[config.mk]
export PLATFORM = sky130hd
export DESIGN_NAME = pcd_mux
export DESIGN_NICKNAME = d
export VERILOG_FILES = /design/src/hdl/pcd_pkg.sv /design/src/hdl/pcd_mux.sv
export SDC_FILE = /design/constraint.sdc
export NUM_CORES = 1
export LEC_CHECK = 0
export BUFFER_PORTS_ARGS = -buffer_cell sky130_fd_sc_hd__clkbuf_2
export CELL_PAD_IN_SITES_DETAIL_PLACEMENT = 1
export CELL_PAD_IN_SITES_GLOBAL_PLACEMENT = 2
export CORE_MARGIN = 4
export CORE_UTILIZATION = 15
export DETAILED_ROUTE_END_ITERATION = 7
export HOLD_SLACK_MARGIN = 0.03
export PLACE_DENSITY_LB_ADDON = 0.15
export SYNTH_ARGS = -nofsm -noshare
export SYNTH_HDL_FRONTEND = slang
export SYNTH_SLANG_ARGS = --single-unit
export TNS_END_PERCENT = 20
[constraint.sdc]
create_clock -name clk -period 0.8 [get_ports clk]
set_input_delay 0.08 -clock clk [delete_from_list [all_inputs] [get_ports clk]]
set_output_delay 0.08 -clock clk [all_outputs]
set_load 0.005 [all_outputs]
[src/hdl/pcd_pkg.sv]
package pcd_pkg;
    // Port widths
    localparam int PCD_PORTC_W = 8;
    localparam int PCD_PORTD_W = 3;
    // Port-C bit positions
    localparam int PCD_OSC_OUT_BIT = 7;
    localparam int PCD_OSC_IN_BIT  = 6;
    localparam int PCD_TDI_BIT     = 5;
    localparam int PCD_TDO_BIT     = 4;
    localparam int PCD_TMS_BIT     = 3;
    localparam int PCD_TCK_BIT     = 2;
    localparam int PCD_SDA_BIT     = 1;
    localparam int PCD_SCL_BIT     = 0;
    // Port-D upper pins, indexed 0..2 for bits 5..7
    localparam int PCD_PD5_IDX = 0;
    localparam int PCD_PD6_IDX = 1;
    localparam int PCD_PD7_IDX = 2;
    // Pin-change source numbering
    localparam int PCD_PCS_C_LO = 16;
    localparam int PCD_PCS_D_LO = 29;
    // Reset values of the synchroniser stages
    localparam logic [7:0] PCD_RST_C = 8'h00;
    localparam logic [2:0] PCD_RST_D = 3'h0;
endpackage : pcd_pkg

[src/hdl/pcd_mux.sv]
// Functional notes
// - Port-C pins feed pin-change sources 23..16
// - Port-D pins 7..5 feed sources 31..29
// - Async oscillator with external clock select overrides port-C bit 7
// - Async timer overrides port-C bit 6
// - Test port takes port-C bits 5..2
// - Bit 4 drives test data while shifting
// - Two-wire takes port-C bits 1, 0
// - Two-wire pins keep digital inputs enabled
// - Port-D bit 6 feeds timer1 capture
// - Global pull-up disable kills every pull-up except on the test port pins, which stay pulled up
module pcd_mux (
    // Clock and reset
    input  wire  logic                            clk,
    input  wire  logic                            reset,
    // Port-C registers and pads
    input  wire  logic [pcd_pkg::PCD_PORTC_W-1:0] portc_data,
    input  wire  logic [pcd_pkg::PCD_PORTC_W-1:0] portc_direction,
    input  wire  logic [pcd_pkg::PCD_PORTC_W-1:0] portc_pin_in,
    output logic       [pcd_pkg::PCD_PORTC_W-1:0] portc_pin_out,
    output logic       [pcd_pkg::PCD_PORTC_W-1:0] portc_pin_oe,
    output logic       [pcd_pkg::PCD_PORTC_W-1:0] portc_pullup_on,
    output logic       [pcd_pkg::PCD_PORTC_W-1:0] portc_input_enable,
    output logic       [pcd_pkg::PCD_PORTC_W-1:0] portc_pin_sync,
    // Port-D bits 7..5 registers and pads
    input  wire  logic [pcd_pkg::PCD_PORTD_W-1:0] portd_data,
    input  wire  logic                            portd_bit7_direction,
    input  wire  logic                            portd_bit6_direction,
    input  wire  logic                            portd_bit5_direction,
    input  wire  logic [pcd_pkg::PCD_PORTD_W-1:0] portd_pin_in,
    output logic       [pcd_pkg::PCD_PORTD_W-1:0] portd_pin_out,
    output logic       [pcd_pkg::PCD_PORTD_W-1:0] portd_pin_oe,
    output logic       [pcd_pkg::PCD_PORTD_W-1:0] portd_pullup_on,
    // Global and group controls
    input  wire  logic                            global_pullup_disable,
    input  wire  logic                            pin_change_group_enable_c,
    input  wire  logic                            pin_change_group_enable_d,
    input  wire  logic [pcd_pkg::PCD_PORTC_W-1:0] pin_change_mask_c,
    input  wire  logic [pcd_pkg::PCD_PORTD_W-1:0] pin_change_mask_d,
    // Timer oscillator
    input  wire  logic                            async_timer_clock_select,
    input  wire  logic                            external_clock_select,
    output logic                                  timer_osc_in_pin,
    output logic                                  timer_osc_out_active,
    // Test access port
    input  wire  logic                            test_port_enable,
    input  wire  logic                            tap_shift_instruction_state,
    input  wire  logic                            tap_shift_data_state,
    input  wire  logic                            tap_data_out,
    output logic                                  tap_data_in,
    output logic                                  tap_mode_select,
    output logic                                  tap_clock,
    // Two-wire interface
    input  wire  logic                            two_wire_enable,
    input  wire  logic                            two_wire_data_out,
    input  wire  logic                            two_wire_clock_out,
    output logic                                  two_wire_data_in,
    output logic                                  two_wire_clock_in,
    // Timers
    input  wire  logic                            timer2_compare_a_output,
    input  wire  logic                            timer2_compare_b_output,
    input  wire  logic                            timer1_compare_a_output,
    input  wire  logic                            timer2_compare_a_enable,
    input  wire  logic                            timer2_compare_b_enable,
    input  wire  logic                            timer1_compare_a_enable,
    output logic                                  timer1_capture_input,
    // Pin-change sources 31..16 (bits 28..24 unused, read zero)
    output logic       [31:16]                    pin_change_source
);
    import pcd_pkg::*;

    // Override controls per port-C pin
    logic [PCD_PORTC_W-1:0] pullup_override_enable, pullup_override_value;
    logic [PCD_PORTC_W-1:0] direction_override_enable, direction_override_value;
    logic [PCD_PORTC_W-1:0] output_override_enable, output_override_value;
    logic [PCD_PORTC_W-1:0] input_enable_override_enable, input_enable_override_value;
    logic [PCD_PORTC_W-1:0] c_meta, c_sync, next_c_meta, next_c_sync;
    logic [PCD_PORTD_W-1:0] d_meta, d_sync, next_d_meta, next_d_sync;
    logic [PCD_PORTD_W-1:0] d_direction, d_ovr_en, d_ovr_val;
    logic                   osc_ext, tap_shift;

    assign osc_ext   = async_timer_clock_select & external_clock_select;
    assign tap_shift = tap_shift_instruction_state | tap_shift_data_state;

    // Override table for port C; a zero enable leaves the pin to its registers
    always_comb begin
        pullup_override_enable       = '0;
        pullup_override_value        = '0;
        direction_override_enable    = '0;
        direction_override_value     = '0;
        output_override_enable       = '0;
        output_override_value        = '0;
        input_enable_override_enable = pin_change_mask_c & {PCD_PORTC_W{pin_change_group_enable_c}};
        input_enable_override_value  = input_enable_override_enable;
        // Oscillator output pin: float and input only
        pullup_override_enable[PCD_OSC_OUT_BIT]    = osc_ext;
        direction_override_enable[PCD_OSC_OUT_BIT] = osc_ext;
        if (osc_ext) begin
            input_enable_override_enable[PCD_OSC_OUT_BIT] = 1'b1;
            input_enable_override_value[PCD_OSC_OUT_BIT]  = async_timer_clock_select;
        end
        // Oscillator input pin
        pullup_override_enable[PCD_OSC_IN_BIT]    = async_timer_clock_select;
        direction_override_enable[PCD_OSC_IN_BIT] = async_timer_clock_select;
        if (async_timer_clock_select) begin
            input_enable_override_enable[PCD_OSC_IN_BIT] = 1'b1;
            input_enable_override_value[PCD_OSC_IN_BIT]  =
                external_clock_select | async_timer_clock_select;
        end
        // Test port pins: pull-up on, input enabled
        if (test_port_enable) begin
            for (int i = PCD_TCK_BIT; i <= PCD_TDI_BIT; i++) begin
                pullup_override_enable[i]       = 1'b1;
                pullup_override_value[i]        = 1'b1;
                direction_override_enable[i]    = 1'b1;
                input_enable_override_enable[i] = 1'b1;
                input_enable_override_value[i]  = 1'b1;
            end
            direction_override_value[PCD_TDO_BIT] = tap_shift;
            output_override_enable[PCD_TDO_BIT]   = 1'b1;
            output_override_value[PCD_TDO_BIT]    = tap_data_out;
        end
        // Two-wire pins: direction input, output from interface
        // Global disable still gates the pull-up, so an external bus keeper wins
        if (two_wire_enable) begin
            for (int i = PCD_SCL_BIT; i <= PCD_SDA_BIT; i++) begin
                pullup_override_enable[i]    = 1'b1;
                pullup_override_value[i]     = portc_data[i] & ~global_pullup_disable;
                direction_override_enable[i] = 1'b1;
                output_override_enable[i]    = 1'b1;
            end
            output_override_value[PCD_SDA_BIT] = two_wire_data_out;
            output_override_value[PCD_SCL_BIT] = two_wire_clock_out;
        end
    end

    // Per-pin resolution of port C
    genvar g;
    generate
        for (g = 0; g < PCD_PORTC_W; g++) begin : g_pc
            logic dir;
            assign dir = direction_override_enable[g] ? direction_override_value[g]
                                                      : portc_direction[g];
            assign portc_pin_oe[g]  = dir;
            assign portc_pin_out[g] = output_override_enable[g] ? output_override_value[g]
                                                                 : portc_data[g];
            // Register path pull-up; forced override values carry their own gating
            assign portc_pullup_on[g] = pullup_override_enable[g] ? pullup_override_value[g]
                : (portc_data[g] & ~dir & ~global_pullup_disable);
            assign portc_input_enable[g] = ~input_enable_override_enable[g]
                                           | input_enable_override_value[g];
        end
        // Port-D upper pins: compare outputs override the value only
        for (g = 0; g < PCD_PORTD_W; g++) begin : g_pd
            assign portd_pin_oe[g]    = d_direction[g];
            assign portd_pin_out[g]   = d_ovr_en[g] ? d_ovr_val[g] : portd_data[g];
            assign portd_pullup_on[g] = portd_data[g] & ~d_direction[g]
                                        & ~global_pullup_disable;
        end
    endgenerate

    assign d_direction = {portd_bit7_direction, portd_bit6_direction, portd_bit5_direction};
    assign d_ovr_en    = {timer2_compare_a_enable, timer2_compare_b_enable,
                          timer1_compare_a_enable};
    assign d_ovr_val   = {timer2_compare_a_output, timer2_compare_b_output,
                          timer1_compare_a_output};

    // Two-flop synchronisers for pad levels; a disabled input reads zero
    always_comb begin
        next_c_meta = portc_pin_in;
        next_c_sync = c_meta;
        next_d_meta = portd_pin_in;
        next_d_sync = d_meta;
    end

    always_ff @(posedge clk) begin
        if (reset) begin
            c_meta <= PCD_RST_C;
            c_sync <= PCD_RST_C;
            d_meta <= PCD_RST_D;
            d_sync <= PCD_RST_D;
        end else begin
            c_meta <= next_c_meta;
            c_sync <= next_c_sync;
            d_meta <= next_d_meta;
            d_sync <= next_d_sync;
        end
    end

    // Peripheral inputs; oscillator, test port and two-wire paths take the raw pad, not the sampled level
    assign portc_pin_sync        = c_sync & portc_input_enable;
    assign timer_osc_in_pin      = portc_pin_in[PCD_OSC_IN_BIT];
    assign timer_osc_out_active  = osc_ext;
    assign tap_data_in           = portc_pin_in[PCD_TDI_BIT];
    assign tap_mode_select       = portc_pin_in[PCD_TMS_BIT];
    assign tap_clock             = portc_pin_in[PCD_TCK_BIT];
    assign two_wire_data_in      = portc_pin_in[PCD_SDA_BIT];
    assign two_wire_clock_in     = portc_pin_in[PCD_SCL_BIT];
    assign timer1_capture_input  = d_sync[PCD_PD6_IDX];

    // Pin-change sources: group enable and mask gate each port-D synchronised level; port C passes portc_pin_sync ungated
    always_comb begin
        pin_change_source = '0;
        pin_change_source[PCD_PCS_C_LO +: PCD_PORTC_W] = portc_pin_sync;
        pin_change_source[PCD_PCS_D_LO +: PCD_PORTD_W] =
            d_sync & pin_change_mask_d & {PCD_PORTD_W{pin_change_group_enable_d}};
    end

    // Output relations
    property p_tdo_dir;
        @(posedge clk) disable iff (reset)
        test_port_enable |-> (portc_pin_oe[PCD_TDO_BIT] == tap_shift)
                             && (portc_pin_out[PCD_TDO_BIT] == tap_data_out);
    endproperty
    a_tdo_dir: assert property (p_tdo_dir) else $error("tdo pin wrong");

    property p_pullup_off;
        @(posedge clk) disable iff (reset)
        (global_pullup_disable && !test_port_enable) |-> portc_pullup_on == 8'h00;
    endproperty
    a_pullup_off: assert property (p_pullup_off) else $error("pull-up not disabled");

    property p_osc;
        @(posedge clk) disable iff (reset)
        async_timer_clock_select |-> !portc_pin_oe[PCD_OSC_IN_BIT]
                                     && !portc_pullup_on[PCD_OSC_IN_BIT];
    endproperty
    a_osc: assert property (p_osc) else $error("osc pin not input");

    property p_osc7;
        @(posedge clk) disable iff (reset)
        osc_ext |-> !portc_pin_oe[PCD_OSC_OUT_BIT] && portc_input_enable[PCD_OSC_OUT_BIT];
    endproperty
    a_osc7: assert property (p_osc7) else $error("osc out pin wrong");

    property p_tw;
        @(posedge clk) disable iff (reset)
        two_wire_enable |-> portc_pin_out[PCD_SDA_BIT] == two_wire_data_out
                            && portc_pin_oe[1:0] == 2'h0 && portc_input_enable[1:0] == 2'h3;
    endproperty
    a_tw: assert property (p_tw) else $error("two-wire pins wrong");

    property p_jtag;
        @(posedge clk) disable iff (reset)
        test_port_enable |-> portc_pullup_on[5:2] == 4'hF && !portc_pin_oe[PCD_TMS_BIT];
    endproperty
    a_jtag: assert property (p_jtag) else $error("test pins wrong");

    property p_pcs_c;
        @(posedge clk) disable iff (reset)
        (pin_change_group_enable_c && pin_change_mask_c[0] && !two_wire_enable
         && !test_port_enable && !async_timer_clock_select)
        ##2 $stable(pin_change_mask_c) && $stable(pin_change_group_enable_c)
        |-> pin_change_source[PCD_PCS_C_LO] == $past(portc_pin_in[0], 2);
    endproperty
    a_pcs_c: assert property (p_pcs_c) else $error("source 16 wrong");

    property p_capt;
        @(posedge clk) disable iff (reset)
        ##2 1'b1 |-> timer1_capture_input == $past(portd_pin_in[PCD_PD6_IDX], 2);
    endproperty
    a_capt: assert property (p_capt) else $error("capture input wrong");

    property p_plain;
        @(posedge clk) disable iff (reset)
        !test_port_enable && !two_wire_enable && !async_timer_clock_select
        |-> portc_pin_oe == portc_direction && portc_pin_out == portc_data;
    endproperty
    a_plain: assert property (p_plain) else $error("registers not honoured");

endmodule : pcd_mux

-- Word level (Yosys, flattened, before mapping)
Index checks and enable logic that the tools add are counted.
- word-level logic and storage cells: 84
- input port bits: 64
- bits in registers: 22
- bitwise gates (word level): 47
- muxes and demuxes: 33
- operator list (kind ; count):
    1-bit 2-to-1 mux ; 29
    1-bit bitwise AND ; 25
    8-bit bitwise AND ; 2
    1-bit NOT ; 14
    3-bit bitwise AND ; 2
    2-bit 2-to-1 mux ; 3
    4-bit 2-to-1 mux ; 1
    1-bit OR ; 4

-- Logic depth before layout (Yosys ltp)
- depth in word-level cells: 7
- depth in mapped cells: 4
- depth with buffers taken out: 2

-- Worst setup path after synthesis
OpenSTA, ideal clock, no wires.
- kind: reg-to-output
- from: register c_sync[6]
- to: output port portc_pin_sync[6] in the netlist's numbering
- data required time: 0.720 ns
- stages on the path, launching flop included: 3
- arrival: 0.511 ns
- setup slack: 0.209 ns
- path through: dfxtp_1 -> clkbuf_1 -> buf_4
- longest elaborated chain between the ends: 1
- RTL lines (what ; RTL line ; RTL):
    from (decl) ; pcd_mux.sv:77 ; logic [PCD_PORTC_W-1:0] c_meta, c_sync, next_c_meta, next_c_sync;
    from (signal assigned) ; pcd_mux.sv:184 ; c_sync <= next_c_sync;
    8-bit bitwise AND ; pcd_mux.sv:191 ; assign portc_pin_sync = c_sync & portc_input_enable;
    to (decl) ; pcd_mux.sv:24 ; output logic [pcd_pkg::PCD_PORTC_W-1:0] portc_pin_sync,
No other way between the ends.

-- Worst setup path after layout
- from: register d_sync[1]
- to: output port pin_change_source[30] in the netlist's numbering
- longest elaborated chain between the ends: 2
- RTL lines (what ; RTL line ; RTL):
    from (decl) ; pcd_mux.sv:78 ; logic [PCD_PORTD_W-1:0] d_meta, d_sync, next_d_meta, next_d_sync;
    from (signal assigned) ; pcd_mux.sv:186 ; d_sync <= next_d_sync;
    3-bit bitwise AND (2 in a row) ; pcd_mux.sv:206 ; d_sync & pin_change_mask_d & {PCD_PORTD_W{pin_change_group_enable_d}};
    to (decl) ; pcd_mux.sv:68 ; output logic [31:16] pin_change_source
No other way between the ends.

==> impl_metrics.yaml <==
outcome:
  violations: "negative setup slack"
  status: "complete, but fails checks"
die:
  coreArea_um2: 8260
  initial_core_util: 0.155
  rows: 33
  dieArea_um2: 10100
  die_height_um: 100
  die_w_um: 100
  io_pins: 137
detailed_routing:
  ant_nets: 0
  first_iter_violations: 2
  drtPass1Iterations: 2
  avgRoutedWirePerCell_um: 10.9
  wirelength_um: 3480
  remaining_drc_errors: 0
  vias: 1072
  viasPerCell: 3.35
cells_and_area:
  drive_above_1_share: 0.656
  fin_nets: 280
  antenna_cells: 0
  design_area_um2: 1760
  fill_cells: 999
  area_growth_pct: 37.5
synth:
  ys_seq_elements: 22
  synthCells: 136
  yosysWarningCount: 0
  synth-main-ff-cell: "dfxtp_1"
  syn_area_per_cell_um2: 9.40
  ys_top_cells_by_count: "buf_4 (49), nor2b_1 (29), dfxtp_1 (22)"
  synth_area_um2: 1280
  yosysTopAreaCellShare: 0.344
  synth.most_common_cell: "buf_4"
  synth.area.top_cells: "dfxtp_1 (34%), buf_4 (29%), nor2b_1 (14%)"
  ys_async_sr_fraction: 0
  synth-seq-area-share: 0.344
  yosysUniqueCellTypes: 16
  synth_top_area_cell: "dfxtp_1"
  synth_edf_count: 0
place:
  globalplace.congestion: 0.681
  port_buffers: 114
  place_area_um2: 1640
  hpwl_um: 3030
worst_setup_path:
  crit_type: "reg2out"
  start_kind: "register"
  path_max_fanout: 2
  crit_required_ns: 0.72
  rr_worst_depth: 1
  reg2reg_slack_ns: 0.28
  cp.arrival_ns: 0.85
  end_kind: "primary output"
sta:
  rsz0062_at_grt: "true"
  period_needed_ns: 0.934
  finalHoldViolCount: 0
  fin_crit_sh: 1.17
  timing.final.ws_setup_ns: -0.134
  fmax_mhz: 1070
  timing.hold.ws_ns: 0.0262
  skew_ns: 0.000357
  slew_violations: 0
  finalSetupViolCount: 5
global_route:
  track_usage: 0.0612
  grt_pass1_vias: 1037
  antenna_found_initial: 0
  grt-ovfl-total: 0
  grt_max_degree: 23
  grt_first_pass_wirelength_um: 4910
clocking:
  clk_latency_ns: 0.26
  root_buffer: "clkbuf_8"
  ctsHtreeMaxLevel: 1
  cts_buffer_depth: 2
  cts_tree: "done"
  clock_sinks: 22
  cts_made_buffers: 3
  cts.reportedPaths.clkPinSlew_ns: 0.08
min_path:
  hold_path_class: "in2reg"
  holdPathStages: 2
power:
  ir_drop_uv: 482
  leakage_uw: 0.000948
  power_density_nw_per_um2: 1420
flow_run:
  cap_violations: 0
-- final timing paths --
kind                                      startpoint                     to
worst max-delay path            d_sync[1]$_SDFF_PP0_  pin_change_source[30]
worst min-delay path                 portd_pin_in[0]   d_meta[0]$_SDFF_PP0_
worst max register to register  d_meta[0]$_SDFF_PP0_   d_sync[0]$_SDFF_PP0_
worst min register to register  c_meta[4]$_SDFF_PP0_   c_sync[4]$_SDFF_PP0_
-- final cells by class --
| type | instances | area, um2 | share of cell area |
|---|---|---|---|
| clock buffer | 4 | 55.1 | 0.0313 |
| timing repair buffer | 119 | 637 | 0.362 |
| multi-input combinational | 70 | 482 | 0.274 |
| sequential | 22 | 453 | 0.258 |
| tap | 105 | 131 | 0.0747 |
-- timing repair --
item,4_1_cts,5_1_grt
pin swaps,2,1
cloned,0,0
hold buffers,3,0
buffers inserted,0,0
gates resized for setup,10,8
endpoints found under the hold margin,3,0
setup endpoints to repair,25,22
-- stage by stage --
stage	std cells	total power [uW]	setup TNS, ns	utilization	setup WS (ns)
floorplan	147	1550	0	-	0.209
detailed placement	313	1720	-0.321	0.199	-0.150
finish	320	2490	-0.361	0.213	-0.134
global placement	313	1720	-0.487	0.199	-0.189
CTS	320	2550	-0.461	0.211	-0.140
global route	320	2650	-0.750	0.213	-0.170
-- critical path, cell delays in order (launching register included) --
cell,delay (ns)
dfxtp_2,0.34
and3_4,0.17
buf_6,0.09
-- registers in the layout, indices dropped and copies added, names as in the netlist --
| name | count |
|---|---|
| d_sync | 3 |
| c_sync | 8 |
| c_meta | 8 |
| d_meta | 3 |
-- per-layer routing --
metal,wire length [um],global-route usage,share of wire,up-vias
li1,-,-,-,524
met1,1430,0.0782,0.41,465
met2,1610,0.101,0.46,81
met3,435,0.0153,0.12,2
met4,14,0.0187,0.0040,0
met5,0,0,0,-
-- placed cells by master, fill, tap and decap left out --
cell type | Yosys | final
buf_12 | 0 | 1
mux2_2 | 5 | 5
and2_4 | 1 | 1
clkbuf_2 | 0 | 109
buf_4 | 49 | 2
buf_2 | 2 | 3
nor3b_1 | 5 | 4
a21o_1 | 4 | 4
conb_1 | 2 | 13
dfxtp_2 | 0 | 10
a21oi_1 | 1 | 1
nor2_1 | 6 | 6
nor2b_1 | 29 | 29
nor4b_4 | 2 | 2
dfxtp_1 | 22 | 12
buf_6 | 2 | 1
mux2_4 | 1 | 1
nor3b_2 | 0 | 1
and3_1 | 3 | 2
and3_4 | 0 | 1
dlygate4sd3_1 | 0 | 3
clkbuf_8 | 0 | 4
-- cells by family after synthesis --
kind of cell           share of synthesized area
muxes                                     0.0558
DFF                                        0.344
and+or+nand+nor                            0.248
AOI/OAI and AO/OA                         0.0274
buffers and inverters                      0.319
other                                    0.00587
-- report_power, final --
part | total, uW | internal (uW) | switching, uW | leakage [uW]
sequential | 1170 | 1150 | 16.1 | 0.000186
clock | 799 | 438 | 360 | 0.0000288
combinational | 531 | 305 | 227 | 0.000734
total | 2490 | 1890 | 603 | 0.000948
Note: power is estimated with default switching activity, not from simulation.
